File: src/shared/pss_pkg.sv
// Purpose: Shared constants and types of the stop/standby power sequencer
// Assumes: 40 MHz system clock, APB register access, 32-bit data
// Notes: Register offsets are byte addresses
package pss_pkg;
  // ==========================================================
  // Clock and timing
  localparam int CLK_MHZ = 40;
  localparam int FAST_RC_START_NS = 2000;
  localparam int REG_RECOVER_NS = 5000;
  localparam int FAST_RC_START_CYC = (FAST_RC_START_NS * CLK_MHZ + 999) / 1000;
  localparam int REG_RECOVER_CYC = (REG_RECOVER_NS * CLK_MHZ + 999) / 1000;
  localparam int TMR_W = 10;

  // ==========================================================
  // Register map
  localparam int ADDR_W = 8;
  localparam logic [7:0] ADDR_CTRL = 8'h00;
  localparam logic [7:0] ADDR_STAT = 8'h04;
  localparam logic [7:0] ADDR_KEEP = 8'h08;
  localparam int CTRL_REGLP_BIT = 0;
  localparam int CTRL_PWRDN_BIT = 1;
  localparam int CTRL_CLRSB_BIT = 3;
  localparam int STAT_STBYFLAG_BIT = 1;
  localparam int STAT_WAKEEN_LSB = 8;
  localparam int KEEP_CAL_BIT = 0;
  localparam int KEEP_SRC_BIT = 1;
  localparam int KEEP_SXO_BIT = 2;
  localparam int KEEP_WDG_BIT = 3;
  localparam int KEEP_MODE_LSB = 4;
  localparam int WAKE_PINS = 8;
  localparam logic CTRL_BIT_RST = 1'b0;
  localparam logic [7:0] WAKEEN_RST = 8'h00;
  localparam logic [2:0] KEEP_RST = 3'h0;

  // ==========================================================
  // Sequencer modes
  typedef enum logic [2:0] {
    PSS_RUN,
    PSS_HOLD,
    PSS_STOP,
    PSS_RESUME,
    PSS_STBY,
    PSS_RESTART
  } pss_mode_e;
endpackage

File: src/shared/pss_timer_if.sv
// Purpose: Carries wake-delay requests between sequencer and timer
// Assumes: Single clock domain
// Notes: start and done are one-cycle pulses
`timescale 1ns/1ps
interface pss_timer_if;
  logic start;
  logic lowPower;
  logic done;
  modport seq (output start, output lowPower, input done);
  modport tmr (input start, input lowPower, output done);
endinterface

File: src/hdl/pss_sequencer.sv
// Purpose: Sequences entry to and exit from clock-stopped and powered-down states
// Assumes: Core gives a sleep request pulse; all inputs but external_reset_pin synchronous to clk
// Notes: APB slave answers one cycle after setup; outputs are registered
//
// The APB interface to the registers and the register offsets were decided locally.
`timescale 1ns/1ps
module pss_sequencer (
  input wire logic clk,
  input wire logic external_reset_pin,
  input wire logic [pss_pkg::ADDR_W-1:0] paddr,
  input wire logic psel,
  input wire logic penable,
  input wire logic pwrite,
  input wire logic [31:0] pwdata,
  output logic [31:0] prdata,
  output logic pready,
  output logic pslverr,
  input wire logic coreDeepRequest,
  input wire logic sleepReq,
  input wire logic sleepByEvent,
  output logic resumePulse,
  output logic entryIgnored,
  input wire logic flashBusy,
  input wire logic periphBusBusy,
  input wire logic pendingAny,
  input wire logic extLineIrqWake,
  input wire logic periphIrqWake,
  input wire logic extLineEventWake,
  input wire logic [pss_pkg::WAKE_PINS-1:0] wakePin,
  input wire logic externalResetPinN,
  input wire logic watchdogReset,
  input wire logic calendarEvent,
  input wire logic watchdogStarted,
  output logic coreClkEn,
  output logic pllEn,
  output logic fastRcEn,
  output logic fastExtOscEn,
  output logic sysClkFastRc,
  output logic regLowPower,
  output logic regOff,
  output logic coreDomainPowerEn,
  output logic ioHold,
  output logic ioHighZ,
  output logic [pss_pkg::WAKE_PINS-1:0] wakePinKeep,
  output logic calendarPinKeep,
  output logic independentWatchdogRun,
  output logic calendarClockRun,
  output logic slowInternalRcRun,
  output logic slowExternalOscRun,
  output logic restartPulse
);
  import pss_pkg::*;

  typedef struct packed {
    pss_mode_e mode;
    logic byEvent;
    logic lowPowerLatched;
    logic regulatorLowpowerSelect;
    logic powerdownDeepsleepSelect;
    logic standbyEnteredFlag;
    logic [WAKE_PINS-1:0] wakeEn;
    logic calendarClockEnable;
    logic slowInternalRcOn;
    logic slowExternalOscOn;
    logic wdgRunning;
    logic [WAKE_PINS-1:0] wakePinPrev;
    logic tmrStart;
    logic [31:0] rdata;
    logic ready;
    logic slverr;
    logic resume;
    logic ignored;
    logic coreClk;
    logic pll;
    logic fastRc;
    logic fastExt;
    logic sysRc;
    logic regLp;
    logic regDown;
    logic domainPwr;
    logic hold;
    logic highZ;
    logic calPin;
    logic restart;
  } pss_state_s;

  pss_state_s cur, nxt;
  logic [1:0] rstSync;
  logic rstN;
  pss_timer_if tmrBus ();

  // ==========================================================
  // Reset release
  always_ff @(posedge clk or negedge external_reset_pin) begin
    if (!external_reset_pin) begin
      rstSync <= 2'b00;
    end else begin
      rstSync <= {rstSync[0], 1'b1};
    end
  end
  assign rstN = rstSync[1];

  // ==========================================================
  // Wake timer
  pss_wake_timer u_pss_wake_timer (
    .clk(clk),
    .rstN(rstN),
    .tmr(tmrBus.tmr)
  );
  assign tmrBus.start = cur.tmrStart;
  assign tmrBus.lowPower = cur.lowPowerLatched;

  // ==========================================================
  // Decoding
  function automatic logic isMapped(input logic [ADDR_W-1:0] a);
    isMapped = (a == ADDR_CTRL) || (a == ADDR_STAT) || (a == ADDR_KEEP);
  endfunction

  function automatic logic [31:0] readWord(input pss_state_s s, input logic [ADDR_W-1:0] a);
    logic [31:0] w;
    w = 32'h0;
    case (a)
      ADDR_CTRL: begin
        w[CTRL_REGLP_BIT] = s.regulatorLowpowerSelect;
        w[CTRL_PWRDN_BIT] = s.powerdownDeepsleepSelect;
      end
      ADDR_STAT: begin
        w[STAT_STBYFLAG_BIT] = s.standbyEnteredFlag;
        w[STAT_WAKEEN_LSB +: WAKE_PINS] = s.wakeEn;
      end
      ADDR_KEEP: begin
        w[KEEP_CAL_BIT] = s.calendarClockEnable;
        w[KEEP_SRC_BIT] = s.slowInternalRcOn;
        w[KEEP_SXO_BIT] = s.slowExternalOscOn;
        w[KEEP_WDG_BIT] = s.wdgRunning;
        w[KEEP_MODE_LSB +: 3] = s.mode;
      end
      default: begin
        w = 32'h0;
      end
    endcase
    readWord = w;
  endfunction

  // ==========================================================
  // Next state
  logic wrTake;
  logic standbyWake;
  logic stopWake;
  logic busBusy;

  always_comb begin
    nxt = cur;
    wrTake = psel && penable && pwrite && cur.ready;
    busBusy = periphBusBusy || psel;
    stopWake = cur.byEvent ? extLineEventWake
                           : (extLineIrqWake || periphIrqWake);
    standbyWake = !externalResetPinN || watchdogReset || calendarEvent
                  || |(wakePin & ~cur.wakePinPrev & cur.wakeEn);
    nxt.wakePinPrev = wakePin;
    nxt.tmrStart = 1'b0;
    nxt.resume = 1'b0;
    nxt.ignored = 1'b0;
    nxt.restart = 1'b0;
    nxt.sysRc = 1'b0;

    // APB slave: answer in the access phase
    nxt.ready = psel && !penable;
    nxt.slverr = psel && !penable && !isMapped(paddr);
    nxt.rdata = (psel && !penable && !pwrite) ? readWord(cur, paddr) : 32'h0;
    if (wrTake) begin
      case (paddr)
        ADDR_CTRL: begin
          nxt.regulatorLowpowerSelect = pwdata[CTRL_REGLP_BIT];
          nxt.powerdownDeepsleepSelect = pwdata[CTRL_PWRDN_BIT];
          if (pwdata[CTRL_CLRSB_BIT]) begin
            nxt.standbyEnteredFlag = 1'b0;
          end
        end
        ADDR_STAT: begin
          nxt.wakeEn = pwdata[STAT_WAKEEN_LSB +: WAKE_PINS];
        end
        ADDR_KEEP: begin
          nxt.calendarClockEnable = pwdata[KEEP_CAL_BIT];
          nxt.slowInternalRcOn = pwdata[KEEP_SRC_BIT];
          nxt.slowExternalOscOn = pwdata[KEEP_SXO_BIT];
        end
        default: begin
          nxt.wakeEn = cur.wakeEn;
        end
      endcase
    end

    // Watchdog: once started only reset stops it
    if (watchdogStarted) begin
      nxt.wdgRunning = 1'b1;
    end

    case (cur.mode)
      PSS_RUN: begin
        if (sleepReq && coreDeepRequest) begin
          nxt.byEvent = sleepByEvent;
          if (pendingAny) begin
            nxt.ignored = 1'b1;
          end else if (flashBusy || busBusy) begin
            nxt.mode = PSS_HOLD;
          end else if (cur.powerdownDeepsleepSelect) begin
            nxt.mode = PSS_STBY;
            nxt.standbyEnteredFlag = 1'b1;
          end else begin
            nxt.mode = PSS_STOP;
            nxt.lowPowerLatched = cur.regulatorLowpowerSelect;
          end
        end
      end
      PSS_HOLD: begin
        if (!flashBusy && !busBusy) begin
          if (cur.powerdownDeepsleepSelect) begin
            nxt.mode = PSS_STBY;
            nxt.standbyEnteredFlag = 1'b1;
          end else begin
            nxt.mode = PSS_STOP;
            nxt.lowPowerLatched = cur.regulatorLowpowerSelect;
          end
        end
      end
      PSS_STOP: begin
        if (stopWake) begin
          nxt.mode = PSS_RESUME;
          nxt.tmrStart = 1'b1;
        end
      end
      PSS_RESUME: begin
        if (tmrBus.done) begin
          nxt.mode = PSS_RUN;
          nxt.resume = 1'b1;
          nxt.sysRc = 1'b1;
        end
      end
      PSS_STBY: begin
        if (standbyWake) begin
          nxt.mode = PSS_RESTART;
        end
      end
      PSS_RESTART: begin
        nxt.mode = PSS_RUN;
        nxt.restart = 1'b1;
        nxt.regulatorLowpowerSelect = CTRL_BIT_RST;
        nxt.powerdownDeepsleepSelect = CTRL_BIT_RST;
        nxt.calendarClockEnable = KEEP_RST[KEEP_CAL_BIT];
        nxt.slowInternalRcOn = KEEP_RST[KEEP_SRC_BIT];
        nxt.slowExternalOscOn = KEEP_RST[KEEP_SXO_BIT];
      end
      default: begin
        nxt.mode = PSS_RUN;
      end
    endcase

    // Registered outputs follow the next mode
    nxt.coreClk = (nxt.mode == PSS_RUN) || (nxt.mode == PSS_HOLD)
                  || (nxt.mode == PSS_RESTART);
    nxt.pll = nxt.coreClk;
    nxt.fastExt = nxt.coreClk;
    nxt.fastRc = nxt.coreClk || (nxt.mode == PSS_RESUME);
    nxt.regLp = (nxt.mode == PSS_STOP) && nxt.lowPowerLatched;
    nxt.regDown = (nxt.mode == PSS_STBY);
    nxt.domainPwr = (nxt.mode != PSS_STBY);
    nxt.hold = (nxt.mode == PSS_STOP) || (nxt.mode == PSS_RESUME);
    nxt.highZ = (nxt.mode == PSS_STBY);
    nxt.calPin = (nxt.mode == PSS_STBY)
                 && (nxt.calendarClockEnable || nxt.slowExternalOscOn);
  end

  // ==========================================================
  // State register
  always_ff @(posedge clk or negedge rstN) begin
    if (!rstN) begin
      cur <= '0;
      cur.mode <= PSS_RUN;
      cur.regulatorLowpowerSelect <= CTRL_BIT_RST;
      cur.powerdownDeepsleepSelect <= CTRL_BIT_RST;
      cur.wakeEn <= WAKEEN_RST;
      cur.calendarClockEnable <= KEEP_RST[KEEP_CAL_BIT];
      cur.slowInternalRcOn <= KEEP_RST[KEEP_SRC_BIT];
      cur.slowExternalOscOn <= KEEP_RST[KEEP_SXO_BIT];
      cur.coreClk <= 1'b1;
      cur.pll <= 1'b1;
      cur.fastRc <= 1'b1;
      cur.fastExt <= 1'b1;
      cur.domainPwr <= 1'b1;
    end else begin
      cur <= nxt;
    end
  end

  // ==========================================================
  // Outputs
  assign prdata = cur.rdata;
  assign pready = cur.ready;
  assign pslverr = cur.slverr;
  assign resumePulse = cur.resume;
  assign entryIgnored = cur.ignored;
  assign coreClkEn = cur.coreClk;
  assign pllEn = cur.pll;
  assign fastRcEn = cur.fastRc;
  assign fastExtOscEn = cur.fastExt;
  assign sysClkFastRc = cur.sysRc;
  assign regLowPower = cur.regLp;
  assign regOff = cur.regDown;
  assign coreDomainPowerEn = cur.domainPwr;
  assign ioHold = cur.hold;
  assign ioHighZ = cur.highZ;
  assign wakePinKeep = cur.wakeEn;
  assign calendarPinKeep = cur.calPin;
  assign independentWatchdogRun = cur.wdgRunning;
  assign calendarClockRun = cur.calendarClockEnable;
  assign slowInternalRcRun = cur.slowInternalRcOn;
  assign slowExternalOscRun = cur.slowExternalOscOn;
  assign restartPulse = cur.restart;
endmodule

File: src/hdl/pss_wake_timer.sv
// Purpose: Counts wake-up latency out of the clock-stopped state
// Assumes: start pulse only while idle
// Notes: Latency is RC start time, plus regulator recovery when low power
`timescale 1ns/1ps
module pss_wake_timer (
  input wire logic clk,
  input wire logic rstN,
  pss_timer_if.tmr tmr
);
  import pss_pkg::*;

  typedef struct packed {
    logic busy;
    logic [TMR_W-1:0] count;
    logic done;
  } pss_tmr_s;

  pss_tmr_s cur, nxt;

  // ==========================================================
  // Countdown
  always_comb begin
    nxt = cur;
    nxt.done = 1'b0;
    if (tmr.start && !cur.busy) begin
      nxt.busy = 1'b1;
      if (tmr.lowPower) begin
        nxt.count = TMR_W'(FAST_RC_START_CYC + REG_RECOVER_CYC - 1);
      end else begin
        nxt.count = TMR_W'(FAST_RC_START_CYC - 1);
      end
    end else if (cur.busy) begin
      if (cur.count == '0) begin
        nxt.busy = 1'b0;
        nxt.done = 1'b1;
      end else begin
        nxt.count = cur.count - TMR_W'(1);
      end
    end
  end

  always_ff @(posedge clk or negedge rstN) begin
    if (!rstN) begin
      cur <= '0;
    end else begin
      cur <= nxt;
    end
  end

  assign tmr.done = cur.done;
endmodule

File: config.mk
export PLATFORM = sky130hd
export DESIGN_NAME = pss_sequencer
export DESIGN_NICKNAME = d
export VERILOG_FILES = /design/src/shared/pss_pkg.sv /design/src/shared/pss_timer_if.sv /design/src/hdl/pss_sequencer.sv /design/src/hdl/pss_wake_timer.sv
export SDC_FILE = /design/constraint.sdc
export NUM_CORES = 1
export LEC_CHECK = 0
export BUFFER_PORTS_ARGS = -buffer_cell sky130_fd_sc_hd__buf_2
export CORE_ASPECT_RATIO = 1.75
export CORE_UTILIZATION = 50
export DETAILED_ROUTE_END_ITERATION = 8
export PLACE_DENSITY = 0.92
export SLEW_MARGIN = 20
export SYNTH_ARGS = -nofsm -noshare
export SYNTH_HDL_FRONTEND = slang
export SYNTH_HIERARCHICAL = 1
export SYNTH_SLANG_ARGS = --single-unit
export TNS_END_PERCENT = 30
File: constraint.sdc
create_clock -name clk -period 4.9 [get_ports clk]
set_input_delay 0.98 -clock clk [delete_from_list [all_inputs] [get_ports clk]]
set_output_delay 0.98 -clock clk [all_outputs]
set_load 0.01 [all_outputs]
==> results.md <==
* DP Wirelength at approximately 4600 um
* WS Path Type: primary input to register
* Htree depth at 3
* Worst Skew at about 0.0039 ns
* PortBufs at 88
* Arr. time, crit path at 2.32 ns
* Combinational fraction of design power at between 10% and 20%
* Routed Antenna Nets at 0
* CTS clock-pin slew for the worst setup and hold paths at roughly 0.05 ns
* Final setup vio count at 0
* Max Cap Viol at 0
* # DRC at 0
* Status: finished clean
* Unique masters post-synth at 56
* Setup slack, reg-to-reg at 3.04 ns
* CTS resizes at 0
* Peak VDD IR at roughly 0.29 mV
* NetSw at around 500 uW
* Die ar. at approximately 0.0070 mm^2
* Layout Area Growth over Synthesis at 17.5%
* Async SR Flop Fraction at 100%
* Critical path launch point type: primary input
* Pwr per Cell Area at around 450 mW/mm^2
* Starting Density at 51.5%
* Sequential power share at about two fifths
* Clk_lat worst skew at 0.33 ns
* ANT cells at 0
* DR WL/cell at 14.1 um
* Hold_buf cts at 0
* Count of final hold-check violations at 0
* Fmax at around 470 MHz
* Relative slew slack at between 40% and 50%
* Primary FF master, synth: dfrtp_1
* EDFF count, synth at 0
* Initial antenna violation count at 0
* Final Critical Period at between 2 and 2.5 ns
* Routed vias at around 2400
* Multi-input gate area at 0.00126 mm^2
* Synthesis-stage register bit count at 70
* CTS tree: yes
* Leak pwr at roughly 0.0021 uW
* FP Rows at 39
* Setup Buffers After CTS at 0
* Syn Area/Cell at between 10 and 15 um^2
* Pre-Repair DR Iteration Count at 5
* Number of buffers created by CTS at 9
* Core area at 0.00649 mm^2
* Vias in the first global route at between 2000 and 2500
* Worst EP required at slightly above 5 ns
* Area contributors post-synth: dfrtp_1 50%, buf_4 10%, mux2_4 3.6%
* Die Y at 110 um
* Die X at around 64 um
* IO Count at around 130
* Synthesis Warnings at 6
* Switching share of power at between 20% and 30%
* Global route overflow at 0
* Root Driver: clkbuf_16
* Cell area after synthesis at 0.00334 mm^2
* Power Internal at about 1300 uW
* First-pass GRT wire length at between 10000 and 15000 um
* Nets at 430
* Worst-Margin Slew at 0.823 ns
* Post-DR vias/cell at 5.25
* Most frequent cells after synthesis: 67 x dfrtp_1, 45 x buf_4, 23 x nor2_1
* Overall routed net length at about 6300 um
* DRT iter0 DRCs at 112
* Max FO, Critical Path at 8
* Final std cells w/o fill at 450
* Share of layout cells above drive strength 1 at 35.9%
* Cells after synthesis at just under 300
* Ratio of final minimum period to clock period at around 43%
* Register Area at 0.00176 mm^2
* # fillers at a little over 500
* Final TNS setup at 0 ns
* Clk sink count at 70
* Total GRT Usage at between 20% and 30%
* Max Slew Vio Count at 0
* Sequential share of the synthesized area at 52.5%
* CP Capture Type: register
* Most frequent cell after synthesis: dfrtp_1
* Largest net degree at the start of global routing at between 60 and 70
* Placed instance count at approximately 430
* Setup repair after global routing missed its margin: false
* Bufs on Longest Clock Path at 2
* Clock Power Share at just over 40%
* Routability cong. at 0.780
* Hold Path Class: register to register
* Share of Yosys cell area claimed by the top area cell type at between 50% and 60%
* Area leader, netlist: dfrtp_1
==> sequential cells by signal (all words and copies together) (netlist names), 2 cells and up <==
register / count
u_pss_wake_timer/cur: 11
wakePinKeep: 8
cur: 15
rstSync: 2
prdata: 15
==> area by class of cell <==
| cell class | count | area share [%] |
|---|---|---|
| Sequential cell | 70 | 44.7 |
| Multi-Input combinational cell | 186 | 32.0 |
| Timing Repair Buffer | 89 | 11.4 |
| Clock buffer | 9 | 5.73 |
| Clock inverter | 7 | 2.87 |
| Tap cell | 82 | 2.61 |
| Inverter | 7 | 0.669 |
==> cell usage in the layout, fill, tap and decap left out, types with 2 or more instances in the layout <==
master      n
nor3_1      7
buf_2      88
bufinv_16   3
o21ai_0     3
and2_1     18
o31ai_1     3
nor2_1     23
a22o_1      2
nor3b_1     2
a31o_2      2
nor2b_1     7
nand4_1     4
nand3b_1    5
mux2i_1     9
nand2_1    16
o21a_1      2
a21oi_1     7
conb_1     18
and4_1      2
a31oi_1     8
dfstp_2     3
inv_1       7
dfrtp_1    66
nand2b_1    3
mux2_2      2
nor4_1      2
clkinv_2    3
o211ai_1    4
and4bb_2    2
clkbuf_16   9
mux2_4      8
nand3_1     3
==> final timing paths <==
| kind | startpoint | endpoint | cells past startpoint |
|---|---|---|---|
| max | paddr[1] | wakePinKeep[1] | 5 |
| min | rstSync[0] | rstSync[1] | 0 |
| max reg2reg | u_pss_wake_timer/cur[1] | u_pss_wake_timer/cur[4] | 6 |
| min reg2reg | rstSync[0] | rstSync[1] | 0 |
| max in group asynchronous | rstSync[1] | u_pss_wake_timer/cur[11] | 1 |
| min in group asynchronous | external_reset_pin | rstSync[1] | 1 |
==> metrics by stage <==
| stage | area [um^2] | power, uW | setup WS, ns | hold WS, ns | util, % |
|---|---|---|---|---|---|
| final | 3930 | 1780 | 2.79 | 0.355 | 60.6 |
| after global routing | 3930 | 1870 | 2.72 | 0.375 | 60.6 |
| after CTS | 3930 | 1800 | 2.80 | 0.354 | 60.6 |
| after detailed placement | 3590 | 1060 | 2.45 | 0.342 | 55.3 |
| after global placement | 3590 | 1050 | 2.46 | 0.338 | 55.3 |
| after floorplan | 3400 | 986 | 2.74 | 0.331 | - |
==> critical path, stage by stage <==
cell,delay [ns]
buf_2,0.11
nor4_4,0.39
nand2_2,0.11
nand4bb_4,0.35
mux2_4,0.37
==> metal layers <==
layer / vias up / routed length [um] / global-route usage (%)
li1: 1108 / - / -
met4: 0 / 105 / 11.4
met3: 11 / 317 / 5.76
met1: 1146 / 2460 / 21.3
met2: 99 / 3460 / 35.1
met5: - / 0 / 0
==> cells by family (layout without fill, tap and decap cells) <==
| group | count (synthesis) | after routing | synth area share (%) |
|---|---|---|---|
| AND/OR/NAND/NOR | 110 | 110 | 20.5 |
| AO/OA/AOI/OAI | 38 | 38 | 7.78 |
| adder cells (fa/ha/maj) | 1 | 1 | 0.374 |
| flip-flops | 70 | 70 | 52.5 |
| other | 2 | 18 | 0.225 |
| multiplexers | 19 | 19 | 6.96 |
| buffers and inverters | 56 | 112 | 11.7 |
==> power by group through the flow <==
stage / clock, uW / sequential, uW / combinational [uW]
global placement: 0 / 743 / 303
finish: 725 / 740 / 319
global route: 764 / 753 / 357
floorplan: 0 / 732 / 254
detailed placement: 0 / 748 / 315
CTS: 740 / 738 / 318
No activity file was read; power rests on OpenSTA's default activity.
